`src/core/levin_pkg.sv`:
```
// constants and types shared by both ends of the latched event input link
package levin_pkg;
    localparam int          LEVIN_CHANNELS        = 16;
    localparam int          LEVIN_CLK_HZ          = 40000000;
    // minimum qualified pulse width, microseconds
    localparam int          LEVIN_MIN_PULSE_US    = 500;
    localparam int          LEVIN_MIN_PULSE_CYC   =
        (LEVIN_MIN_PULSE_US * (LEVIN_CLK_HZ / 1000000) + 0) > 0 ?
        LEVIN_MIN_PULSE_US * (LEVIN_CLK_HZ / 1000000) : 1;
    // scan time limits, milliseconds
    localparam int          LEVIN_SCAN_SW_MS      = 200;
    localparam int          LEVIN_SCAN_HW_MS      = 250;
    localparam int          LEVIN_SCAN_HW_CYC     = LEVIN_SCAN_HW_MS * (LEVIN_CLK_HZ / 1000);
    // default controller scan period, cycles (shortenable parameter)
    localparam int          LEVIN_SCAN_DFLT_CYC   = 4000;
    localparam logic [15:0] LEVIN_WORD_RESET      = 16'h0000;
    localparam logic [4:0]  LEVIN_CNT_ZERO        = 5'h00;

    // mapping of event bits towards the controller
    typedef enum logic [0:0] {
        LEVIN_MAP_BIT  = 1'b0,
        LEVIN_MAP_WORD = 1'b1
    } levin_map_t;

    typedef enum logic [1:0] {
        LEVIN_ST_IDLE  = 2'b00,
        LEVIN_ST_SHIFT = 2'b01,
        LEVIN_ST_DONE  = 2'b10
    } levin_st_t;
endpackage

```
`src/core/levin_link_if.sv`:
```
// serial link between the event input module and the scanning controller
`timescale 1ns/10ps
interface levin_link_if;
    logic scan_start;
    logic shift_en;
    logic event_sd;
    logic echo_sd;
    logic scan_done;

    modport device (
        input  scan_start,
        input  shift_en,
        output event_sd,
        input  echo_sd,
        input  scan_done
    );
    modport host (
        output scan_start,
        output shift_en,
        input  event_sd,
        output echo_sd,
        output scan_done
    );
endinterface

```
`src/core/levin_device.sv`:
```
// latched event input module: qualify, latch, report and echo-clear 16 channels
`timescale 1ns/10ps
module levin_device
    import levin_pkg::*;
#(
    parameter int N_CH      = LEVIN_CHANNELS,
    parameter int PULSE_CYC = LEVIN_MIN_PULSE_CYC
) (
    // clock and reset
    input  wire logic             sys_clk,
    input  wire logic             reset,
    // field side: unqualified on bits from the comparators
    input  wire logic [N_CH-1:0]  field_event_bit,
    // configuration
    input  wire logic             map_word,
    // controller link
    levin_link_if.device          link,
    // status view
    output logic [N_CH-1:0]       latch_state,
    output logic [N_CH-1:0]       report_word,
    output logic                  report_is_word
);
    localparam int CW = $clog2(PULSE_CYC + 1);
    localparam int SW = $clog2(N_CH + 1);

    logic [N_CH-1:0] latch_r;
    logic [N_CH-1:0] out_sh_r;
    logic [N_CH-1:0] in_sh_r;
    logic [N_CH-1:0] report_r;
    logic            map_r;
    logic [SW-1:0]   bit_cnt_r;
    logic            echo_valid_r;
    logic            map_s1_r;
    logic            map_s2_r;
    levin_st_t       fr_r;
    levin_st_t       fr_nxt;
    logic [N_CH-1:0] out_sh_nxt;
    logic [N_CH-1:0] in_sh_nxt;
    logic [N_CH-1:0] report_nxt;
    logic            map_nxt;
    logic [SW-1:0]   bit_cnt_nxt;

    ////////////////////////////////////////////////////////////////////////////
    // per channel qualification and latch
    genvar g;
    generate
        for (g = 0; g < N_CH; g++) begin : g_ch
            logic          s1_r;
            logic          s2_r;
            logic [CW-1:0] wid_r;
            logic          qual_r;
            logic          qual_d_r;
            wire           wid_full = (wid_r >= CW'(PULSE_CYC));
            wire           rise     = qual_r & ~qual_d_r;
            // echo returns the reported state inverted: a 0 acknowledges a set latch
            wire           ack      = echo_valid_r & ~in_sh_r[g];
            wire           set_w    = rise & ~latch_r[g];
            wire           clr_w    = ack & report_r[g];

            always_ff @(posedge sys_clk or posedge reset) begin
                if (reset) begin
                    s1_r     <= 1'b0;
                    s2_r     <= 1'b0;
                    wid_r    <= '0;
                    qual_r   <= 1'b0;
                    qual_d_r <= 1'b0;
                end else begin
                    s1_r     <= field_event_bit[g];
                    s2_r     <= s1_r;
                    if (!s2_r)
                        wid_r <= '0;
                    else if (!wid_full)
                        wid_r <= wid_r + CW'(1);
                    qual_r   <= s2_r & wid_full;
                    qual_d_r <= qual_r;
                end
            end

            // set wins over clear; set latch ignores edges until cleared
            always_ff @(posedge sys_clk or posedge reset) begin
                if (reset)
                    latch_r[g] <= 1'b0;
                else if (set_w)
                    latch_r[g] <= 1'b1;
                else if (clr_w)
                    latch_r[g] <= 1'b0;
            end
        end
    endgenerate

    ////////////////////////////////////////////////////////////////////////////
    // configuration strap comes from a pin: two flops before the snapshot reads it
    always_ff @(posedge sys_clk or posedge reset) begin
        if (reset) begin
            map_s1_r <= LEVIN_MAP_BIT;
            map_s2_r <= LEVIN_MAP_BIT;
        end else begin
            map_s1_r <= map_word;
            map_s2_r <= map_s1_r;
        end
    end

    ////////////////////////////////////////////////////////////////////////////
    // frame sequencer: snapshot at scan start, count shifts, take echo at done
    wire start_w  = link.scan_start;
    wire shift_w  = link.shift_en;
    wire done_w   = link.scan_done;
    // the counter rests at N_CH while the frame waits for done
    wire last_w   = (bit_cnt_r == SW'(N_CH - 1));
    wire in_fr_w  = (fr_r == LEVIN_ST_SHIFT);
    wire full_w   = (fr_r == LEVIN_ST_DONE);

    // a restart wins over a shift in the same cycle
    wire shift_go = shift_w & ~start_w & in_fr_w;
    // a cut or overlong frame clears nothing: its echo cannot be trusted
    wire echo_ok  = done_w & ~start_w & ~shift_w & full_w;

    always_comb begin
        fr_nxt = fr_r;
        case (fr_r)
            LEVIN_ST_IDLE: begin
                if (start_w)
                    fr_nxt = LEVIN_ST_SHIFT;
            end
            LEVIN_ST_SHIFT: begin
                if (start_w)
                    fr_nxt = LEVIN_ST_SHIFT;
                else if (shift_w && last_w)
                    fr_nxt = LEVIN_ST_DONE;
                else if (done_w)
                    fr_nxt = LEVIN_ST_IDLE;
            end
            LEVIN_ST_DONE: begin
                if (start_w)
                    fr_nxt = LEVIN_ST_SHIFT;
                else if (shift_w || done_w)
                    fr_nxt = LEVIN_ST_IDLE;
            end
            default: begin
                fr_nxt = LEVIN_ST_IDLE;
            end
        endcase
    end

    // only latch states leave on the link, and only through the snapshot
    assign out_sh_nxt  = start_w  ? latch_r :
                         shift_go ? {1'b0, out_sh_r[N_CH-1:1]} :
                         out_sh_r;
    assign in_sh_nxt   = shift_go ? {link.echo_sd, in_sh_r[N_CH-1:1]} :
                         in_sh_r;
    assign report_nxt  = start_w  ? latch_r :
                         report_r;
    assign map_nxt     = start_w  ? map_s2_r :
                         map_r;
    assign bit_cnt_nxt = start_w  ? SW'(0) :
                         shift_go ? bit_cnt_r + SW'(1) :
                         bit_cnt_r;

    // frame control
    always_ff @(posedge sys_clk or posedge reset) begin
        if (reset) begin
            fr_r         <= LEVIN_ST_IDLE;
            bit_cnt_r    <= '0;
            echo_valid_r <= 1'b0;
        end else begin
            fr_r         <= fr_nxt;
            bit_cnt_r    <= bit_cnt_nxt;
            echo_valid_r <= echo_ok;
        end
    end

    // shift data and the captured view of the last frame
    always_ff @(posedge sys_clk or posedge reset) begin
        if (reset) begin
            out_sh_r <= LEVIN_WORD_RESET;
            in_sh_r  <= LEVIN_WORD_RESET;
            report_r <= LEVIN_WORD_RESET;
            map_r    <= LEVIN_MAP_BIT;
        end else begin
            out_sh_r <= out_sh_nxt;
            in_sh_r  <= in_sh_nxt;
            report_r <= report_nxt;
            map_r    <= map_nxt;
        end
    end

    // link and status outputs all come straight from flops
    assign link.event_sd  = out_sh_r[0];
    assign latch_state    = latch_r;
    assign report_word    = report_r;
    assign report_is_word = map_r;
endmodule // levin_device

```
`src/flat_wrapper.sv`:
```
// flat-port wrapper written by rule: the top's interface ports become plain ports
module levin_device_flat import levin_pkg::*;
#(
    parameter int N_CH      = LEVIN_CHANNELS,
    parameter int PULSE_CYC = LEVIN_MIN_PULSE_CYC
)
  (sys_clk, reset, field_event_bit, map_word, latch_state, report_word, report_is_word, link_scan_start, link_shift_en, link_event_sd, link_echo_sd, link_scan_done);
  levin_link_if link_i ();
  input  wire logic sys_clk;
  input  wire logic reset;
  input  wire logic [N_CH-1:0] field_event_bit;
  input  wire logic map_word;
  output logic [N_CH-1:0] latch_state;
  output logic [N_CH-1:0] report_word;
  output logic report_is_word;
  input wire logic [$bits(link_i.scan_start)-1:0] link_scan_start;
  input wire logic [$bits(link_i.shift_en)-1:0] link_shift_en;
  output wire logic [$bits(link_i.event_sd)-1:0] link_event_sd;
  input wire logic [$bits(link_i.echo_sd)-1:0] link_echo_sd;
  input wire logic [$bits(link_i.scan_done)-1:0] link_scan_done;
  assign link_i.scan_start = link_scan_start;
  assign link_i.shift_en = link_shift_en;
  assign link_event_sd = link_i.event_sd;
  assign link_i.echo_sd = link_echo_sd;
  assign link_i.scan_done = link_scan_done;
  levin_device #(.N_CH(N_CH), .PULSE_CYC(PULSE_CYC)) u_core (.sys_clk(sys_clk), .reset(reset), .field_event_bit(field_event_bit), .map_word(map_word), .link(link_i), .latch_state(latch_state), .report_word(report_word), .report_is_word(report_is_word));
endmodule
```
`config.mk`:
```
export PLATFORM = sky130hd
export DESIGN_NAME = levin_device_flat
export DESIGN_NICKNAME = d
export VERILOG_FILES = /design/src/core/levin_pkg.sv /design/src/core/levin_link_if.sv /design/src/core/levin_device.sv /design/src/flat_wrapper.sv
export SDC_FILE = /design/constraint.sdc
export NUM_CORES = 1
export LEC_CHECK = 0
export ABC_AREA = 1
export BUFFER_PORTS_ARGS = -buffer_cell sky130_fd_sc_hd__buf_2
export CELL_PAD_IN_SITES_DETAIL_PLACEMENT = 0
export CELL_PAD_IN_SITES_GLOBAL_PLACEMENT = 1
export CORE_ASPECT_RATIO = 0.7
export CORE_MARGIN = 4
export CORE_UTILIZATION = 51
export DETAILED_ROUTE_END_ITERATION = 10
export GPL_TIMING_DRIVEN = 0
export PLACE_DENSITY_LB_ADDON = 0.1
export SYNTH_ARGS = -nofsm -noshare
export SYNTH_HDL_FRONTEND = slang
export SYNTH_SLANG_ARGS = --single-unit
```
`constraint.sdc`:
```
create_clock -name sys_clk -period 17.25 [get_ports sys_clk]
set_input_delay 1.725 -clock sys_clk [delete_from_list [all_inputs] [get_ports sys_clk]]
set_output_delay 1.725 -clock sys_clk [all_outputs]
set_load 0.02 [all_outputs]
```
==> results of run 1 <==
-- logic make-up after synthesis --
| kind of cell | Yosys count | synth area share (%) |
|---|---|---|
| AO/OA/AOI/OAI | 228 | 7.438 |
| XOR/XNOR | 114 | 5.034 |
| adder cells (fa/ha/maj) | 34 | 2.145 |
| buffers and inverters | 353 | 7.324 |
| flip-flops | 379 | 47.82 |
| multiplexers | 5 | 0.2523 |
| AND/OR/NAND/NOR | 1396 | 29.99 |
-- layout make-up --
cell class              instances  area share [%]
repair buffers                 58           1.610
inverters                     308           5.246
clock buffers                  54           5.105
multi-input cells            1777           40.03
clock inverters                14           1.058
flip-flops and latches        379           42.67
plain buffers                  45           1.323
well taps                     527           2.966
-- sequential cells by signal, summed over array words and instances, names as in the netlist, 2 cells and up --
name / count
u_core.bit_cnt_r: 5
u_core.fr_r: 2
u_core.g_ch.qual_d_r: 16
u_core.g_ch.qual_r: 16
u_core.g_ch.s1_r: 16
u_core.g_ch.s2_r: 16
u_core.g_ch.wid_r: 240
u_core.in_sh_r: 16
u_core.latch_state: 16
u_core.out_sh_r: 16
u_core.report_word: 16
-- power by group through the flow --
stage | logic [mW] | registers, mW | clock network, mW
finish | 0.0810 | 0.932 | 0.910
floorplan | 0.0584 | 0.944 | 0
global placement | 0.0780 | 0.949 | 0
global route | 0.0945 | 0.935 | 0.979
detailed placement | 0.0833 | 0.948 | 0
CTS | 0.0837 | 0.932 | 0.938
-- metal layers --
metal / GRT usage (%) / part of all wire [%] / vias up
met2: 31.13 / 43 / 254
li1: - / - / 8236
met1: 31.34 / 51 / 7532
met4: 4.182 / 1.6 / 0
met5: 0 / 0 / -
met3: 3.488 / 4.6 / 44
-- metrics by stage --
stage               instances  hold WS (ps)
detailed placement       3094         334.7
floorplan                2509         331.2
CTS                      3162         348.0
finish                   3162         346.4
global route             3162         354.6
global placement         3091         332.0
-- path summary, 6_finish.rpt --
| kind | endpoint | slack (ps) |
|---|---|---|
| min in group asynchronous | u_core.g_ch[11].wid_r[6] | 1200 |
| hold / removal | u_core.g_ch[6].s2_r | 350 |
| hold reg to reg | u_core.g_ch[6].s2_r | 350 |
| setup / recovery | latch_state[8] | 14320 |
| setup reg to reg | u_core.g_ch[8].wid_r[6] | 15530 |
| max in group asynchronous | u_core.g_ch[6].qual_d_r | 14630 |
-- cell usage in the layout (no fill, tap or decap), drive strengths merged, types with 22 or more instances in the layout --
cell,n
nor2,241
nand4,84
xor2,103
dfrtp,379
buf,89
o21ai,156
ha,34
nand3,200
inv,308
a21oi,22
clkbuf,68
nand2,825
nor3,34
-- Yosys cell counts (2+ instances only) --
master	count
nand2_1	811
dfrtp_1	379
inv_1	299
nor2_1	214
nand3_1	198
xor2_1	103
o21ai_0	88
nand4_1	83
o21ai_2	49
ha_1	34
nor3_1	34
nor2_2	21
a21oi_1	19
o21ai_1	19
clkbuf_1	14
o221ai_1	14
nand2_2	12
o21bai_1	12
buf_6	11
xnor2_1	11
buf_2	10
a41oi_1	9
o22ai_1	9
buf_4	8
inv_2	6
nand3b_1	6
mux2i_1	5
nor2_4	5
or2_2	5
a31oi_1	4
a21oi_2	3
buf_1	2
clkinv_1	2
nand2_4	2
nand3_2	2
==> impl_metrics.sql, run 1 <==
INSERT INTO impl_metrics (metric_group, metric, value, unit) VALUES
('status', 'run_status', 'finished, final reports clean', ''),
('setup_path', 'cp.required', '15520', 'ps'),
('yosys', 'yosys.area.top_type', 'dfrtp_1', ''),
('final_layout', 'filler_cell_count', '3604', ''),
('yosys', 'syn_area_per_cell', '7.905', 'um2'),
('final_layout', 'summed_area_of_non_filler_cells_in_the_final_layout', '0.02223', 'mm2'),
('placed_design', 'preCtsSetupSlack', '14000', 'ps'),
('route', 'route.final.wire_length', '43110', 'um'),
('route', 'drc', '0', ''),
('floorplan', 'ios', '57', ''),
('setup_path', 'timing.reg2reg.worst_path_depth', '8', ''),
('pwr', 'powerDensity', '86.55', 'mW/mm2'),
('cts', 'post_cts_hold_buffer_count', '0', ''),
('route', 'initialDrtViolationCount', '1087', ''),
('final_layout', 'multi_input_comb_area', '0.008897', 'mm2'),
('worst_hold_path', 'worstHoldStart', 'u_core.g_ch[6].s1_r', ''),
('yosys', 'synthCells', '2509', ''),
('cts', 'cts.repair_timing.setup_buffer_count', '0', ''),
('cts', 'post_cts_resized', '0', ''),
('yosys', 'synth_area_leaders', 'dfrtp_1, nand2_1, inv_1, nand3_1, xor2_1', ''),
('final_layout', 'final_net_count', '2666', ''),
('sta', 'worst_slew_pin_slew', '677.1', 'ps'),
('route', 'antenna_violating_nets_post_route', '0', ''),
('final_layout', 'final_core_util', '57.83', '%'),
('pwr', 'total_power', '1.924', 'mW'),
('setup_path', 'crit_path_start', 'u_core.latch_state[8]', ''),
('pwr', 'share_comb_of_total_power', '4.2', '%'),
('run', 'max_cap_violations', '0', ''),
('final_layout', 'synthToLayoutAreaGrowth', '12.07', '%'),
('route', 'first_pass_iters', '7', ''),
('setup_path', 'worst-path-max-fanout', '4', ''),
('global_routing', 'grt_first_pass_wirelength', '74350', 'um'),
('setup_path', 'critical_path.startpoint_type', 'register', ''),
('placed_design', 'placed_area', '0.02086', 'mm2'),
('sta', 'max_slew_margin', '54.86', '%'),
('floorplan', 'die-area', '0.04216', 'mm2'),
('final_layout', 'share_of_layout_cells_above_drive_strength_1', '9.753', '%'),
('cts', 'ctsHtreeMaxLevel', '2', ''),
('pwr', 'p_leak', '11.02', 'nW'),
('yosys', 'postSynthNetCount', '2566', ''),
('floorplan', 'dieWidth', '243.7', 'um'),
('global_routing', 'first_global_vias', '15190', ''),
('setup_path', 'crit_buf_inv', '1', ''),
('cts', 'clkLatencyLatePin', '550', 'ps'),
('route', 'vias', '16070', ''),
('placed_design', 'port_buffers', '55', ''),
('route', 'post_drt_via_cell_ratio', '5.081', ''),
('sta', 'min_period', '2925', 'ps'),
('placed_design', 'hpwl', '30130', 'um'),
('setup_path', 'path_class', 'register to primary output', ''),
('sta', 'setup-violations-final', '0', ''),
('yosys', 'yosys_warnings', '0', ''),
('pwr', 'pwr-share-seq', '48.5', '%'),
('floorplan', 'core', '0.03844', 'mm2'),
('sta', 'skew', '15.11', 'ps'),
('global_routing', 'grt_start_max_net_pins', '133', ''),
('floorplan', 'initial_utilization', '51.60', '%'),
('yosys', 'synth_seq_area_share', '47.82', '%'),
('global_routing', 'number_of_antenna_violations_at_the_first_check_in_global_routing', '0', ''),
('cts', 'tritoncts', 'yes', ''),
('pwr', 'switching_share', '22.70', '%'),
('yosys', 'synthFlopType', 'dfrtp_1', ''),
('yosys', 'ys_ff_latch', '379', ''),
('setup_path', 'crit_chain', 'buf_2', ''),
('pwr', 'intPower', '1.487', 'mW'),
('final_layout', 'num_antenna_cells', '0', ''),
('setup_path', 'r2r_start', 'u_core.g_ch[8].wid_r[0]', ''),
('global_routing', 'globalRouteOverflowTotal', '0', ''),
('floorplan', 'core_rows', '60', ''),
('worst_hold_path', 'number_of_cells_on_the_worst_hold_path', '0', ''),
('setup_path', 'critPathTopFamily', 'flip-flops', '');
Power figures use the tool's default switching activity.
==> run 2, diff against run 1 <==
- ABC_AREA: 1 -> 0
- CORE_UTILIZATION: 51 -> 50
- clock period: 17.25 -> 2.7 ns (I/O delays scaled with it)
==> run 2 against run 1 <==
- die area decreased by 6.6%
- clock-buffer cell count rose by 1
- clock skew is 2.3 ps lower
- global-route usage is 1.9 points lower
- core utilization decreased by 0.27 points
- largest power group unchanged
==> impl_metrics.sql, run 2 <==
INSERT INTO impl_metrics (metric_group, metric, value, unit) VALUES
('route', 'post_drt_via_cell_ratio', '5.351', ''),
('cts', 'clkTransAtPathRegs', '60', 'ps'),
('yosys', 'proportion_of_synthesized_flip_flops_having_asynchronous_set_or_reset', '100.0', '%'),
('yosys', 'complex_gate_fraction_of_the_synthesized_area', '10.08', '%'),
('sta', 'setup_ws', '352.5', 'ps'),
('cts', 'total_clock_sinks', '379', ''),
('setup_path', 'crit_buf_inv', '1', ''),
('sta', 'final.hold.worst_slack', '120.5', 'ps'),
('floorplan', 'die_extent_in_y', '167.3', 'um'),
('pwr', 'p_leak', '9.528', 'nW'),
('yosys', 'synth.top_cells.by_count', 'dfrtp_1, nand2_1, nor2_1', ''),
('final_layout', 'number_of_flip_flops_under_the_largest_register_name', '240', ''),
('yosys', 'synth_seq_area_share', '52.36', '%'),
('setup_path', 'critPathTopFamily', 'compound AO/OA/AOI/OAI gates', ''),
('yosys', 'synth_area_leaders', 'dfrtp_1, xor2_1, and2_1, xnor2_1, nand2_1', ''),
('yosys', 'yosys.area.top_type', 'dfrtp_1', ''),
('pwr', 'intPower', '9.082', 'mW'),
('global_routing', 'first_global_vias', '12490', ''),
('status', 'run_status', 'finished, final reports clean', ''),
('pwr', 'pwr-share-seq', '50.9', '%'),
('pwr', 'share_comb_of_total_power', '5.0', '%'),
('route', 'initialDrtViolationCount', '931', ''),
('yosys', 'combinational_family_with_the_most_area_after_synthesis', 'simple AND/OR/NAND/NOR gates', ''),
('yosys', 'synth.most_common_cell', 'dfrtp_1', ''),
('sta', 'skew', '12.82', 'ps'),
('floorplan', 'core_rows', '58', ''),
('yosys', 'synthAdderAreaFrac', '2.348', '%'),
('floorplan', 'ios', '57', ''),
('cts', 'clkLatencyLatePin', '530', 'ps'),
('yosys', 'syn_area_per_cell', '10.19', 'um2'),
('yosys', 'synthDominantCellAreaShare', '52.36', '%'),
('yosys', 'synthFlopType', 'dfrtp_1', ''),
('yosys', 'yosys.area_share.xor_xnor', '8.268', '%'),
('setup_path', 'crit_path_top_delay_cell', 'o311ai_1', ''),
('global_routing', 'number_of_antenna_violations_at_the_first_check_in_global_routing', '0', ''),
('sta', 'rsz0062_at_grt', 'no', ''),
('setup_path', 'cp.required', '3090', 'ps'),
('pwr', 'p_sw', '2.721', 'mW'),
('final_layout', 'share_of_layout_cells_above_drive_strength_1', '8.023', '%'),
('global_routing', 'grt_start_max_net_pins', '44', ''),
('setup_path', 'critical_path.startpoint_type', 'register', ''),
('setup_path', 'worst-endpoint-arrival', '2740', 'ps'),
('final_layout', 'mostFrequentLayoutCell', 'dfrtp_1', ''),
('placed_design', 'placed_area', '0.01921', 'mm2'),
('final_layout', 'synthToLayoutAreaGrowth', '13.91', '%'),
('placed_design', 'port_buffers', '56', ''),
('final_layout', 'summed_area_of_non_filler_cells_in_the_final_layout', '0.02063', 'mm2'),
('route', 'first_pass_iters', '5', ''),
('yosys', 'synth_edf_count', '0', ''),
('cts', 'ctsHtreeMaxLevel', '2', ''),
('final_layout', 'registers.top_by_ff_count', 'u_core.g_ch.wid_r', ''),
('cts', 'post_cts_hold_buffer_count', '21', ''),
('yosys', 'yosysUniqueCellTypes', '61', ''),
('route', 'drc', '0', ''),
('final_layout', 'num_antenna_cells', '0', ''),
('cts', 'post_cts_resized', '0', ''),
('route', 'vias', '12910', ''),
('cts', 'tritoncts.num_buffers', '39', ''),
('cts', 'clockRootBuffer', 'clkbuf_16', ''),
('yosys', 'postSynthNetCount', '1835', ''),
('sta', 'setup-violations-final', '0', ''),
('run', 'max_cap_violations', '0', ''),
('sta', 'final.period_utilization', '86.94', '%'),
('yosys', 'yosys_warnings', '0', ''),
('floorplan', 'initial_utilization', '50.53', '%'),
('placed_design', 'hpwl', '24910', 'um'),
('sta', 'slew_viol_final', '0', ''),
('setup_path', 'crit_path_end_kind', 'register', ''),
('pwr', 'powerDensity', '572.0', 'mW/mm2'),
('cts', 'cts.repair_timing.setup_buffer_count', '0', ''),
('worst_hold_path', 'worst_hold_path_type', 'primary input to register', ''),
('sta', 'worst_slew_pin_slew', '1099', 'ps'),
('setup_path', 'path_class', 'register to register', ''),
('yosys', 'post_synth_and_or_nand_nor_area_fraction', '20.60', '%'),
('final_layout', 'layout.cells.most_common_list', 'dfrtp_1, nand2_1, nor2_1', ''),
('sta', 'min_period', '2347', 'ps'),
('route', 'wire_per_inst', '15.18', 'um'),
('setup_path', 'timing.critical_path.slowest_cell_delay', '620', 'ps'),
('setup_path', 'crit_chain', 'or2_2 -> o311ai_1 -> clkbuf_1 -> nand3_1 -> xor2_1 -> nor2_1', ''),
('yosys', 'muxShareOfSynthArea', '3.322', '%'),
('placed_design', 'gp_congestion', '0.8617', ''),
('sta', 'report.final.hold_viol_count', '0', ''),
('global_routing', 'globalRouteOverflowTotal', '0', ''),
('yosys', 'synthCells', '1778', ''),
('sta', 'fmaxAchievable', '426.0', 'MHz'),
('route', 'antenna_violating_nets_post_route', '0', ''),
('yosys', 'mappedNetlistArea', '0.01811', 'mm2'),
('route', 'route.final.wire_length', '36610', 'um'),
('pwr', 'switching_share', '23.05', '%'),
('placed_design', 'preCtsSetupSlack', '393.1', 'ps'),
('floorplan', 'core', '0.03585', 'mm2'),
('pwr', 'ir_worst_vdd', '0.4827', 'mV'),
('cts', 'tritoncts', 'yes', ''),
('yosys', 'ys_ff_latch', '379', ''),
('global_routing', 'grt_first_pass_wirelength', '63090', 'um'),
('final_layout', 'final_net_count', '1963', ''),
('cts', 'maximum_buffer_depth_of_the_clock_tree', '3', ''),
('global_routing', 'globalRouteTotalUtil', '18.70', '%'),
('floorplan', 'dieWidth', '235.5', 'um'),
('setup_path', 'worst-path-max-fanout', '10', ''),
('floorplan', 'die-area', '0.03939', 'mm2'),
('pwr', 'share_clk_of_total_power', '44.1', '%'),
('sta', 'max_slew_margin', '26.13', '%');
==> run 2: layer usage <==
metal	wire length, um	vias to the layer above	part of all wire [%]	track usage [%]
met3	1194	49	3.3	3.013
met5	0	-	0	0
li1	-	6417	-	-
met2	15650	147	43	28.05
met4	560	0	1.5	3.751
met1	19200	6293	52	29.03
==> run 2: power groups by stage <==
| stage | clock [mW] | combinational (mW) | sequential (mW) |
|---|---|---|---|
| floorplan | 0 | 0.411 | 6.06 |
| global route | 5.63 | 0.684 | 6.03 |
| finish | 5.20 | 0.592 | 6.01 |
| detailed placement | 0 | 0.584 | 6.11 |
| global placement | 0 | 0.533 | 6.11 |
| CTS | 5.38 | 0.611 | 6.01 |
==> run 2: worst min-delay path: stages <==
cell and delay [ps]:
buf_2 110, nor3_1 50, a31oi_1 140, nor2_1 50
==> run 2: path summary, 6_finish.rpt <==
kind,startpoint,to,slack [ps],depth (start not counted)
max,u_core.g_ch[3].wid_r[12],u_core.g_ch[3].wid_r[4],350,6
max in group asynchronous,reset,u_core.g_ch[7].wid_r[8],980,7
min reg2reg,u_core.g_ch[11].s1_r,u_core.g_ch[11].s2_r,340,0
min,link_scan_done,u_core.fr_r[1],120,4
max reg2reg,u_core.g_ch[3].wid_r[12],u_core.g_ch[3].wid_r[4],350,6
min in group asynchronous,reset,u_core.g_ch[15].wid_r[5],320,3
==> run 2: cells by family after synthesis <==
family,Yosys count
AOI/OAI and AO/OA,278
xor gates and xnor gates,171
adders and majority gates,34
buffers and inverters,144
DFF,379
muxes,58
and+or+nand+nor,714
==> run 2: per-stage QoR <==
stage          utilization, %  cells  setup TNS [ps]  power, mW
2_1_floorplan               -   1778        -1008910      6.469
3_3_place_gp            53.00   2314        -1859620      6.646
3_5_place_dp            53.58   2324               0      6.696
4_1_cts                 57.56   2412               0      12.00
5_1_grt                 57.56   2412               0      12.34
6_report                57.56   2412               0      11.80
==> run 2: area by class of cell <==
type	count	area (um2)
sequential	379	9484
clock inverter	12	101.3
timing repair buffer	87	698.2
multi-input combinational	1255	8082
buffer	66	256.5
tap	480	600.6
clock buffer	55	1116
fill	3143	15210
inverter	78	296.5
==> run 3, diff against run 2 <==
- CORE_UTILIZATION: 50 -> 54
- clock period: 2.7 -> 2.9 ns (I/O delays scaled with it)
==> run 3 against run 2 <==
- sequential share of layout area unchanged
- cell area stayed put
- routed wire length up 0.70%
- clock power decreased by 2%
- sequential cell count unchanged
- worst hold slack got worse by 65 ps
- clock-buffer cell count is 1 lower
- clock skew decreased by 0.88 ps
- critical path depth did not move
- largest cell class unchanged
==> impl_metrics.sql, run 3 (synthesis results as in run 2) <==
INSERT INTO impl_metrics (metric_group, metric, value, unit) VALUES
('final_layout', 'multi_input_comb_area', '0.008082', 'mm2'),
('final_layout', 'number_of_flip_flops_under_the_largest_register_name', '240', ''),
('route', 'drc', '0', ''),
('floorplan', 'die-area', '0.03659', 'mm2'),
('final_layout', 'synthToLayoutAreaGrowth', '13.91', '%'),
('sta', 'min_period', '2305', 'ps'),
('cts', 'cts.repair_timing.setup_buffer_count', '0', ''),
('final_layout', 'layout.cells.most_common_list', 'dfrtp_1, nand2_1, nor2_1', ''),
('pwr', 'total_power', '11.23', 'mW'),
('floorplan', 'ios', '57', ''),
('global_routing', 'first_global_vias', '12200', ''),
('cts', 'clkLatencyLatePin', '530', 'ps'),
('sta', 'setup-violations-final', '0', ''),
('worst_hold_path', 'worstHoldStart', 'link_scan_done', ''),
('final_layout', 'summed_area_of_non_filler_cells_in_the_final_layout', '0.02063', 'mm2'),
('global_routing', 'number_of_antenna_violations_at_the_first_check_in_global_routing', '1', ''),
('final_layout', 'num_antenna_cells', '0', ''),
('final_layout', 'mostFrequentLayoutCell', 'dfrtp_1', ''),
('setup_path', 'timing.reg2reg.setup_slack', '600', 'ps'),
('final_layout', 'final_core_util', '63.13', '%'),
('global_routing', 'globalRouteTotalUtil', '20.54', '%'),
('route', 'wire_per_inst', '15.64', 'um'),
('route', 'vias', '12910', ''),
('global_routing', 'globalRouteOverflowTotal', '0', ''),
('floorplan', 'initial_utilization', '55.42', '%'),
('final_layout', 'registers.top_by_ff_count', 'u_core.g_ch.wid_r', ''),
('cts', 'ctsHtreeMaxLevel', '2', ''),
('cts', 'total_clock_sinks', '379', ''),
('sta', 'skew', '11.94', 'ps'),
('placed_design', 'placed_area', '0.01914', 'mm2'),
('cts', 'maximum_buffer_depth_of_the_clock_tree', '3', ''),
('setup_path', 'r2r_start', 'u_core.g_ch[3].wid_r[12]', ''),
('status', 'run_status', 'finished, final reports clean', ''),
('sta', 'report.final.hold_viol_count', '0', ''),
('final_layout', 'share_of_layout_cells_above_drive_strength_1', '7.979', '%'),
('run', 'max_cap_violations', '0', ''),
('floorplan', 'die_extent_in_y', '161.2', 'um'),
('setup_path', 'cp.required', '3290', 'ps'),
('sta', 'max_slew_margin', '26.52', '%'),
('sta', 'fmaxAchievable', '433.9', 'MHz'),
('placed_design', 'gp_congestion', '0.8610', ''),
('worst_hold_path', 'number_of_cells_on_the_worst_hold_path', '3', ''),
('setup_path', 'crit_path_end_kind', 'register', ''),
('setup_path', 'timing.critical_path.slowest_cell_delay', '640', 'ps'),
('placed_design', 'hpwl', '25290', 'um'),
('floorplan', 'core', '0.03269', 'mm2'),
('worst_hold_path', 'timing.hold.worst_endpoint', 'u_core.echo_valid_r', ''),
('pwr', 'powerDensity', '544.0', 'mW/mm2'),
('placed_design', 'port_buffers', '56', ''),
('route', 'antenna_violating_nets_post_route', '0', ''),
('route', 'initialDrtViolationCount', '1086', ''),
('pwr', 'p_leak', '9.555', 'nW'),
('setup_path', 'critical_path.startpoint_type', 'register', ''),
('setup_path', 'crit_path_top_delay_cell', 'o311ai_1', ''),
('worst_hold_path', 'worst_hold_path_type', 'primary input to register', ''),
('setup_path', 'path_class', 'register to register', ''),
('setup_path', 'worst-path-max-fanout', '10', ''),
('route', 'post_drt_via_cell_ratio', '5.478', ''),
('cts', 'clkTransAtPathRegs', '60', 'ps'),
('route', 'route.final.wire_length', '36870', 'um'),
('floorplan', 'dieWidth', '226.9', 'um'),
('cts', 'clockRootBuffer', 'clkbuf_16', ''),
('setup_path', 'crit_path_start', 'u_core.g_ch[3].wid_r[12]', ''),
('cts', 'tritoncts.num_buffers', '38', ''),
('final_layout', 'final-seq-area', '0.009484', 'mm2'),
('setup_path', 'crit_chain', 'or2_2 -> o311ai_1 -> clkbuf_1 -> nand3_1 -> xor2_1 -> nor2_1', ''),
('setup_path', 'timing.reg2reg.worst_path_depth', '6', ''),
('setup_path', 'capture_point_of_the_worst_reg_to_reg_path', 'u_core.g_ch[3].wid_r[4]', ''),
('final_layout', 'filler_cell_count', '2681', ''),
('sta', 'rsz0062_at_grt', 'no', ''),
('sta', 'worst_slew_pin_slew', '1074', 'ps'),
('sta', 'final.period_utilization', '79.47', '%'),
('route', 'first_pass_iters', '5', ''),
('pwr', 'ir_worst_vdd', '0.4348', 'mV'),
('setup_path', 'worst-endpoint-arrival', '2700', 'ps'),
('global_routing', 'grt_first_pass_wirelength', '62890', 'um'),
('global_routing', 'grt_start_max_net_pins', '44', ''),
('cts', 'tritoncts', 'yes', ''),
('final_layout', 'final_net_count', '1961', ''),
('floorplan', 'core_rows', '55', ''),
('sta', 'slew_viol_final', '0', '');
==> run 3: changes by cell type in the layout (fill, tap and decap cells not counted), sizes merged <==
cell | previous run | this run
dlygate4sd3 | 21 | 20
clkinv | 8 | 5
bufinv | 1 | 4
clkbuf | 114 | 113
==> run 3: how the worst max path moves through the flow <==
stage,to,slack [ps],depth (start not counted)
global route,u_core.g_ch[1].wid_r[11],410,5
detailed placement,u_core.g_ch[3].wid_r[13],630,6
floorplan,u_core.bit_cnt_r[0],-2480,1
finish,u_core.g_ch[3].wid_r[4],600,6
CTS,u_core.g_ch[3].wid_r[13],610,6
global placement,u_core.g_ch[5].wid_r[8],-4690,2
==> run 3: power by group <==
group          total, mW  switching [mW]  leakage, nW  internal [mW]
Combinational      0.551           0.313         3.77          0.238
Clock               5.08            2.02        0.632           3.06
Sequential          5.60           0.152         5.15           5.44
Total               11.2            2.48         9.55           8.74
==> run 3: timing repair <==
action / CTS / global route
hold buffers: 20 / 0
endpoints found under the hold margin: 34 / 0
gates resized for setup: 0 / 0
==> run 3: per-layer routing <==
layer	GRT usage [%]	vias to the layer above	part of all wire, %
li1	-	6400	-
met1	33.63	6240	53
met2	28.23	222	41
met3	3.979	48	4.7
met4	4.314	2	1.6
met5	0	-	0.022
==> run 3: metrics by stage <==
stage          TNS (ps)  instances  hold slack [ps]  setup WS (ps)
5_1_grt               0       2357            41.01          413.5
3_3_place_gp   -1758430       2261            332.1          -4692
3_5_place_dp          0       2271            335.3          626.4
4_1_cts               0       2357            19.56          607.7
6_report              0       2357            55.77          595.5
2_1_floorplan   -940690       1778            321.4          -2482
==> run 3: worst max-delay path, delay by kind of cell (launching register included) <==
kind | cells | cell delay [ps]
flip-flops | 1 | 420
AO/OA/AOI/OAI | 1 | 640
buffers and inverters | 1 | 430
AND/OR/NAND/NOR | 3 | 520
XOR/XNOR | 1 | 160
==> run 3: layout make-up <==
class	count	area share, %
tap	427	2.589
clock buffer	54	5.451
buffer	66	1.243
inverter	78	1.437
clock inverter	12	0.8186
multi-input combinational	1255	39.16
timing repair buffer	86	3.335
sequential	379	45.96
